==> src/fpu_flag_defs.vh <==
`ifndef FPU_FLAG_DEFS_VH
`define FPU_FLAG_DEFS_VH

// ****************************************
// instruction encoding
// ****************************************
`define OPC_LOW_W        16
`define OPC_FIXED_MSB    15
`define OPC_FIXED_LSB    6
`define OPC_SAVE_FIXED   10'h399
`define OPC_SET_STATUS_FLAGS_OP_FIXED 10'h398
`define OPC_LO_MASK_MSB  5
`define OPC_HI_MASK_MSB  15
`define OPC_HI_MASK_LSB  11
`define OPC_HI_VAL_MSB   10

// ****************************************
// flag field and status layout
// ****************************************
`define FLAG_W           11
`define FLAG_WRITABLE    11'h27f
`define STATUS_W         12
`define STATUS_SHADOW    11
`define STATUS_RESET     12'h000

// ****************************************
// register map (byte addresses)
// ****************************************
`define ADR_OP_LOW       8'h00
`define ADR_OP_HIGH      8'h04
`define ADR_STATUS       8'h08
`define ADR_SHADOW_STAT  8'h0c
`define ADR_LAST_OP      8'h10
`define ADR_WORK_BASE    8'h20
`define ADR_SHADOW_BASE  8'h40
`define ADR_BANK_MASK    8'he0
`define ADR_IDX_MSB      4
`define ADR_IDX_LSB      2

// ****************************************
// decode regions and last-op codes
// ****************************************
`define RG_NONE          3'h0
`define RG_OP_LOW        3'h1
`define RG_OP_HIGH       3'h2
`define RG_STATUS        3'h3
`define RG_SHADOW_STAT   3'h4
`define RG_LAST_OP       3'h5
`define RG_WORK          3'h6
`define RG_SHADOW        3'h7

`define LAST_NONE        2'h0
`define LAST_SET_STATUS_FLAGS_OP      2'h1
`define LAST_SAVE        2'h2
`define LAST_UNKNOWN     2'h3

`define WORD_ZERO        32'h0000_0000
`define REG_RESET        32'h0000_0000

`endif

==> src/fpu_flag_set_shadow_save.v <==
`timescale 1ns/100ps
`include "fpu_flag_defs.vh"

// Operation
// RULE1: flag-set uses an 11-bit mask; unselected flags keep their value.
// RULE2: mask bit 9 rounding mode, bits 6..0 test..overflow; 10,8,7 reserved.
// RULE3: an 11-bit value field gives the new state of each selected flag.
// RULE4: save copies eight working registers and status to shadow, plus flag update.
// RULE5: shadow status holds the flags from before the masked update.
// RULE6: save sets the shadow mode flag to one.
// RULE7: save and flag-set each complete in one cycle.
// RULE8: software keeps save out of pipelined delay slots.
// RULE9: software keeps flag-set out of pipelined delay slots.
// RULE10: software uses save only in non-interruptible handlers.
// RULE11: save recognised by fixed top ten bits of low word, then mask bits.
// RULE12: flag-set low word differs from save only in bit 6, zero.
// RULE13: reserved mask and value positions leave status bits unchanged.
// RULE14: working registers keep their contents after a save.
module fpu_flag_set_shadow_save #(
   parameter NUM_REGS = 8,
   parameter DATA_W   = 32,
   parameter ADR_W    = 8
) (
   input  wire              I_CLK,
   input  wire              I_SRST,
   input  wire              I_WB_CYC,
   input  wire              I_WB_STB,
   input  wire              I_WB_WE,
   input  wire [ADR_W-1:0]  I_WB_ADR,
   input  wire [3:0]        I_WB_SEL,
   input  wire [DATA_W-1:0] I_WB_DAT,
   output reg  [DATA_W-1:0] O_WB_DAT,
   output reg               O_WB_ACK,
   output reg  [`STATUS_W-1:0] O_STATUS
);

   // ****************************************
   // helpers
   // ****************************************
   function [2:0] region;
      input [ADR_W-1:0] adr;
      begin
         if (adr == `ADR_OP_LOW)
            region = `RG_OP_LOW;
         else if (adr == `ADR_OP_HIGH)
            region = `RG_OP_HIGH;
         else if (adr == `ADR_STATUS)
            region = `RG_STATUS;
         else if (adr == `ADR_SHADOW_STAT)
            region = `RG_SHADOW_STAT;
         else if (adr == `ADR_LAST_OP)
            region = `RG_LAST_OP;
         else if ((adr & `ADR_BANK_MASK) == `ADR_WORK_BASE && adr[1:0] == 2'h0)
            region = `RG_WORK;
         else if ((adr & `ADR_BANK_MASK) == `ADR_SHADOW_BASE && adr[1:0] == 2'h0)
            region = `RG_SHADOW;
         else
            region = `RG_NONE;
      end
   endfunction

   // byte-lane merge, used for every writable word
   function [DATA_W-1:0] merge;
      input [DATA_W-1:0] old;
      input [DATA_W-1:0] upd;
      input [3:0]        sel;
      integer            b;
      begin
         merge = old;
         for (b = 0; b < 4; b = b + 1) begin
            if (sel[b])
               merge[b*8 +: 8] = upd[b*8 +: 8];
         end
      end
   endfunction

   // ****************************************
   // state
   // ****************************************
   reg  [DATA_W-1:0]         work   [0:NUM_REGS-1];
   reg  [DATA_W-1:0]         shadow [0:NUM_REGS-1];
   reg  [`STATUS_W-1:0]      status;
   reg  [`STATUS_W-1:0]      shadow_status;
   reg  [`OPC_LOW_W-1:0]     op_low;
   reg  [`OPC_LOW_W-1:0]     op_high;
   reg  [1:0]                last_op;

   wire                      req;
   wire                      wr;
   wire [2:0]                rg;
   wire [`ADR_IDX_MSB-`ADR_IDX_LSB:0] idx;
   wire [DATA_W-1:0]         op_word;
   wire [`OPC_LOW_W-1:0]     next_high;
   wire                      is_save;
   wire                      is_set_status_flags_op;
   wire [`FLAG_W-1:0]        mask;
   wire [`FLAG_W-1:0]        value;
   wire                      exec;
   wire [`STATUS_W-1:0]      next_status;
   reg  [DATA_W-1:0]         next_rdata;
   wire [DATA_W-1:0]         low_word;
   wire [DATA_W-1:0]         stat_word;
   wire [`OPC_LOW_W-1:0]     next_low;
   wire [`STATUS_W-1:0]      next_wr_status;

   // new request only; ack drops for one cycle between transfers
   assign req = I_WB_CYC & I_WB_STB & ~O_WB_ACK;
   assign wr  = req & I_WB_WE;
   assign rg  = region(I_WB_ADR);
   assign idx = I_WB_ADR[`ADR_IDX_MSB:`ADR_IDX_LSB];

   // high word write issues the op, using the lanes it carries
   assign op_word   = merge({{(DATA_W-`OPC_LOW_W){1'b0}}, op_high}, I_WB_DAT, I_WB_SEL);
   assign next_high = op_word[`OPC_LOW_W-1:0];
   assign exec      = wr & (rg == `RG_OP_HIGH);

   // merged words are full bus width; keep only the register's own bits
   assign low_word       = merge({{(DATA_W-`OPC_LOW_W){1'b0}}, op_low}, I_WB_DAT, I_WB_SEL);
   assign next_low       = low_word[`OPC_LOW_W-1:0];
   // direct write lets software leave shadow mode; reserved stay zero
   assign stat_word      = merge({{(DATA_W-`STATUS_W){1'b0}}, status}, I_WB_DAT, I_WB_SEL)
                           & {{(DATA_W-`STATUS_W){1'b0}}, 1'b1, `FLAG_WRITABLE};
   assign next_wr_status = stat_word[`STATUS_W-1:0];

   // ****************************************
   // decode and flag update
   // ****************************************
   fpu_op_decoder u_decoder (
      .i_low       (op_low),
      .i_high      (next_high),
      .o_is_save   (is_save),
      .o_is_set_status_flags_op (is_set_status_flags_op),
      .o_mask      (mask),
      .o_value     (value)
   );

   fpu_flag_update u_update (
      .i_status     (status),
      .i_mask       (mask),
      .i_value      (value),
      .i_set_shadow (is_save),
      .o_status     (next_status)
   );

   // ****************************************
   // working and shadow registers
   // ****************************************
   genvar g;
   generate
      for (g = 0; g < NUM_REGS; g = g + 1) begin : g_regs
         always @(posedge I_CLK) begin
            if (I_SRST) begin
               work[g]   <= `REG_RESET;
               shadow[g] <= `REG_RESET;
            end else begin
               // RULE14: save leaves working copy alone
               if (wr && rg == `RG_WORK && idx == g)
                  work[g] <= merge(work[g], I_WB_DAT, I_WB_SEL);
               // RULE4: copy working set on save
               if (exec && is_save)
                  shadow[g] <= work[g];
            end
         end
      end
   endgenerate

   // ****************************************
   // status, opcode words, last op
   // ****************************************
   always @(posedge I_CLK) begin
      if (I_SRST) begin
         status        <= `STATUS_RESET;
         shadow_status <= `STATUS_RESET;
         op_low        <= {`OPC_LOW_W{1'b0}};
         op_high       <= {`OPC_LOW_W{1'b0}};
         last_op       <= `LAST_NONE;
         O_STATUS      <= `STATUS_RESET;
      end else begin
         if (wr && rg == `RG_OP_LOW)
            op_low <= next_low;
         if (exec) begin
            op_high <= next_high;
            // RULE7: whole op lands on one edge
            if (is_save) begin
               // RULE5: shadow takes pre-update flags
               shadow_status <= status;
               status        <= next_status;
               O_STATUS      <= next_status;
               last_op       <= `LAST_SAVE;
            end else if (is_set_status_flags_op) begin
               status   <= next_status;
               O_STATUS <= next_status;
               last_op  <= `LAST_SET_STATUS_FLAGS_OP;
            end else begin
               last_op <= `LAST_UNKNOWN;
            end
         end else if (wr && rg == `RG_STATUS) begin
            status   <= next_wr_status;
            O_STATUS <= next_wr_status;
         end
      end
   end

   // ****************************************
   // bus read mux and ack
   // ****************************************
   always @* begin
      next_rdata = `WORD_ZERO;
      if (rg == `RG_OP_LOW)
         next_rdata = {{(DATA_W-`OPC_LOW_W){1'b0}}, op_low};
      else if (rg == `RG_OP_HIGH)
         next_rdata = {{(DATA_W-`OPC_LOW_W){1'b0}}, op_high};
      else if (rg == `RG_STATUS)
         next_rdata = {{(DATA_W-`STATUS_W){1'b0}}, status};
      else if (rg == `RG_SHADOW_STAT)
         next_rdata = {{(DATA_W-`STATUS_W){1'b0}}, shadow_status};
      else if (rg == `RG_LAST_OP)
         next_rdata = {{(DATA_W-2){1'b0}}, last_op};
      else if (rg == `RG_WORK)
         next_rdata = work[idx];
      else if (rg == `RG_SHADOW)
         next_rdata = shadow[idx];
   end

   // unmapped addresses still ack, reading zero, so the bus never hangs
   always @(posedge I_CLK) begin
      if (I_SRST) begin
         O_WB_ACK <= 1'b0;
         O_WB_DAT <= `WORD_ZERO;
      end else begin
         O_WB_ACK <= req;
         if (req && !I_WB_WE)
            O_WB_DAT <= next_rdata;
      end
   end

endmodule // fpu_flag_set_shadow_save

==> src/fpu_op_decoder.v <==
`timescale 1ns/100ps
`include "fpu_flag_defs.vh"

module fpu_op_decoder (
   input  wire [`OPC_LOW_W-1:0] i_low,
   input  wire [`OPC_LOW_W-1:0] i_high,
   output wire                  o_is_save,
   output wire                  o_is_set_status_flags_op,
   output wire [`FLAG_W-1:0]    o_mask,
   output wire [`FLAG_W-1:0]    o_value
);

   wire [`OPC_FIXED_MSB-`OPC_FIXED_LSB:0] fixed;

   assign fixed       = i_low[`OPC_FIXED_MSB:`OPC_FIXED_LSB];
   // RULE11: save opcode match
   assign o_is_save   = (fixed == `OPC_SAVE_FIXED);
   // RULE12: flag-set opcode match
   assign o_is_set_status_flags_op = (fixed == `OPC_SET_STATUS_FLAGS_OP_FIXED);
   // RULE11: six mask bits low, five high
   assign o_mask      = {i_low[`OPC_LO_MASK_MSB:0], i_high[`OPC_HI_MASK_MSB:`OPC_HI_MASK_LSB]};
   // RULE3: value field
   assign o_value     = i_high[`OPC_HI_VAL_MSB:0];

endmodule // fpu_op_decoder

==> src/fpu_flag_update.v <==
`timescale 1ns/100ps
`include "fpu_flag_defs.vh"

module fpu_flag_update (
   input  wire [`STATUS_W-1:0] i_status,
   input  wire [`FLAG_W-1:0]   i_mask,
   input  wire [`FLAG_W-1:0]   i_value,
   input  wire                 i_set_shadow,
   output wire [`STATUS_W-1:0] o_status
);

   wire [`FLAG_W-1:0] sel;

   // RULE13: reserved positions dropped
   assign sel = i_mask & `FLAG_WRITABLE;

   // RULE1: masked flags take value, rest hold
   // RULE2: mask bit n drives status bit n
   assign o_status[`FLAG_W-1:0] = (i_status[`FLAG_W-1:0] & ~sel) | (i_value & sel);
   // RULE6: save raises shadow mode
   assign o_status[`STATUS_SHADOW] = i_status[`STATUS_SHADOW] | i_set_shadow;

endmodule // fpu_flag_update

==> config.mk <==
export PLATFORM = sky130hd
export DESIGN_NAME = fpu_flag_set_shadow_save
export DESIGN_NICKNAME = d
export VERILOG_FILES = /design/src/fpu_flag_set_shadow_save.v /design/src/fpu_op_decoder.v /design/src/fpu_flag_update.v
export VERILOG_INCLUDE_DIRS = /design/src
export SDC_FILE = /design/constraint.sdc
export NUM_CORES = 1
export LEC_CHECK = 0
export ABC_CLOCK_PERIOD_IN_PS = 13100
export BUFFER_PORTS_ARGS = -buffer_cell sky130_fd_sc_hd__buf_2
export CAP_MARGIN = 10
export CORE_ASPECT_RATIO = 1.75
export CORE_UTILIZATION = 40
export DETAILED_ROUTE_END_ITERATION = 10
export GPL_ROUTABILITY_DRIVEN = 1
export SETUP_SLACK_MARGIN = 0.15
export SLEW_MARGIN = 20
export SYNTH_ARGS = -nofsm -noshare
export SYNTH_HDL_FRONTEND = slang
export SYNTH_HIERARCHICAL = 1
export SYNTH_SLANG_ARGS = --single-unit
==> constraint.sdc <==
create_clock -name I_CLK -period 13.1 [get_ports I_CLK]
set_clock_uncertainty 0.2 [all_clocks]
set_input_delay 0.655 -clock I_CLK [delete_from_list [all_inputs] [get_ports I_CLK]]
set_output_delay 0.655 -clock I_CLK [all_outputs]
set_load 0.02 [all_outputs]
==> impl_metrics.ini <==
[finish]
final_cells = 2896
final_layout_size_suffix_gt1_share_pct = 18.53
fillers = 6180
areaGrowthSynthToFinish_pct = 9.741
layout.nets = 1996

[die]
die_h_um = 350.6
initial_core_util_pct = 40.47
ios = 94
coreArea_sq_um = 68650
chipWidth_um = 201.2
dieArea_sq_um = 70560
fp-row-count = 127

[route]
drt-initial-drc-count = 1206
wl_mm = 68.15
wl_per_cell_um = 23.53
ant_nets = 0
via_count = 15755
drt_pass1_iterations = 5
via_per_inst = 5.440
drc_errors = 0

[sta]
hold_viol = 0
period_minus_slack_ns = 5.146
fmax_mhz = 194.3
worstMarginPinSlew_ns = 1.167
setup_viol = 0
hold_ws_ns = 0.2102
maxSlewHeadroom_pct = 21.35
finalCritPeriodShare_pct = 39.28
rsz0062_at_grt = no
slew_violations = 0
tns_ns = 0

[power]
pwr-share-comb_pct = 5.9
vdd_drop_max_v = 0.00009340
powerDensity_nw_per_um2 = 130.0
seq_power_share_pct = 54.7
p_sw_mw = 0.8779
clkPwrFrac_pct = 39.4
total_leakage_power_nw = 11.19
internal_power_mw = 3.086
swShare_pct = 22.15

[synthesis]
yosys_warnings = 6
avgSynthCellArea_sq_um = 14.36
syn_inst = 1935
synthesis.nets = 1984
syn_area_sq_um = 27780

[clock_tree]
cts_root_buf = clkbuf_16
postCtsHoldBufs = 0
cts_tree = yes
clock_path_buffers = 3
ctsResizeCount = 0
clkLatencyLatePin_ns = 0.61
cts.clk_slew.worst_paths_ns = 0.07
clock-sinks = 603
numCtsBuffers = 52
post_cts_buffers = 0
htree_levels = 2

[run]
drv_cap = 0

[worst_setup_path]
start_kind = flip-flop
worst-path-max-fanout = 82
worstPathRequired_ns = 13.12
cp-end-kind = flip-flop
rr_worst_depth = 6
worstPathArrival_ns = 5.17
critPathKind = flip-flop to flip-flop

[grt]
overflow = 0
grt_pass1_wl_mm = 100.7
grt_pass1_vias = 16650
track_usage_pct = 19.35
grt_antenna_before_repair = 4
grt_max_degree = 139

[placed_design]
gp_congestion = 0.7806
dp_hpwl_mm = 41.42
port_buffers = 93
place_inst = 2796

[outcome]
outcome = completed

[worst_hold_path]
holdPathStages = 2
hp-class = input port to flip-flop
==> flip-flops by register name (all words and copies together), names as in the netlist <==
name	cells
work	256
op_low	16
op_high	16
O_WB_ACK	1
last_op	2
status	12
O_WB_DAT	32
shadow	256
shadow_status	12
==> worst max-delay path, stage by stage (launching register included) <==
cell       delay (ns)
dfxtp_1          0.33
nand4bb_1        0.30
nor4b_2          0.63
nand3_2          0.65
nand2b_4         0.69
buf_4            0.88
buf_4            0.91
==> final timing paths <==
check / startpoint / endpoint / slack, ns
worst min-delay path: I_WB_DAT[24] / work[0][24] / 0.21
worst max-delay path: op_low[12] / shadow[6][13] / 7.95
worst max register to register: op_low[12] / shadow[6][13] / 7.95
worst min register to register: O_WB_DAT[26] / O_WB_DAT[26] / 0.25
==> area by class of cell <==
class	instances	area, sq um	area share, %
Multi-Input combinational cell	1162	9732	31.92
Sequential cell	603	17200	56.40
Antenna cell	2	5.005	0.01641
Inverter	7	26.28	0.08618
Timing Repair Buffer	121	709.4	2.327
Clock buffer	69	1426	4.678
Tap cell	903	1130	3.706
Clock inverter	29	264.0	0.8659
==> power by group through the flow <==
stage / sequential [mW] / combinational (mW) / clock, mW
2_1_floorplan: 2.21 / 0.160 / 0
3_3_place_gp: 2.21 / 0.233 / 0
3_5_place_dp: 2.21 / 0.235 / 0
4_1_cts: 2.17 / 0.235 / 1.59
5_1_grt: 2.18 / 0.247 / 1.65
6_report: 2.17 / 0.233 / 1.56
==> metrics by stage <==
stage                     instance area, sq um  util, %  setup WS (ns)  power [mW]
after detailed placement                 28790    41.95          7.404       2.448
after global placement                   28790    41.95          7.621       2.439
after CTS                                30480    44.41          7.970       3.995
final                                    30490    44.42          7.954       3.964
after global routing                     30490    44.41          7.733       4.072
after floorplan                          27780        -          4.908       2.372
==> cells in the final DEF (no fill, tap or decap), types with 4 or more instances in the layout <==
cell,instances
buf_4,29
dfxtp_1,91
clkbuf_1,12
clkbuf_16,53
nand3_1,19
o21ai_0,20
mux2i_1,116
mux2_4,8
a211oi_1,9
nor3_1,8
edfxtp_1,512
mux2_2,13
clkinv_1,7
o22ai_1,27
a21oi_1,39
clkinv_2,9
inv_1,6
or3_1,9
a31oi_1,11
bufinv_16,4
o32ai_1,9
nor2_4,5
nor2b_1,26
nand2_1,37
a21o_1,50
buf_2,89
clkbuf_8,4
and2_1,513
nor2_1,72
mux4_2,124
nor2_2,5
==> metal layers <==
layer,track usage [%],wire length [um],part of all wire [%],vias up
li1,-,-,-,7124
met5,0,23,0.034,-
met2,35.39,35500,52,492
met3,2.341,3069,4.5,158
met1,22.16,26300,39,7977
met4,9.833,3263,4.8,4
(Power assumes the default switching activity.)
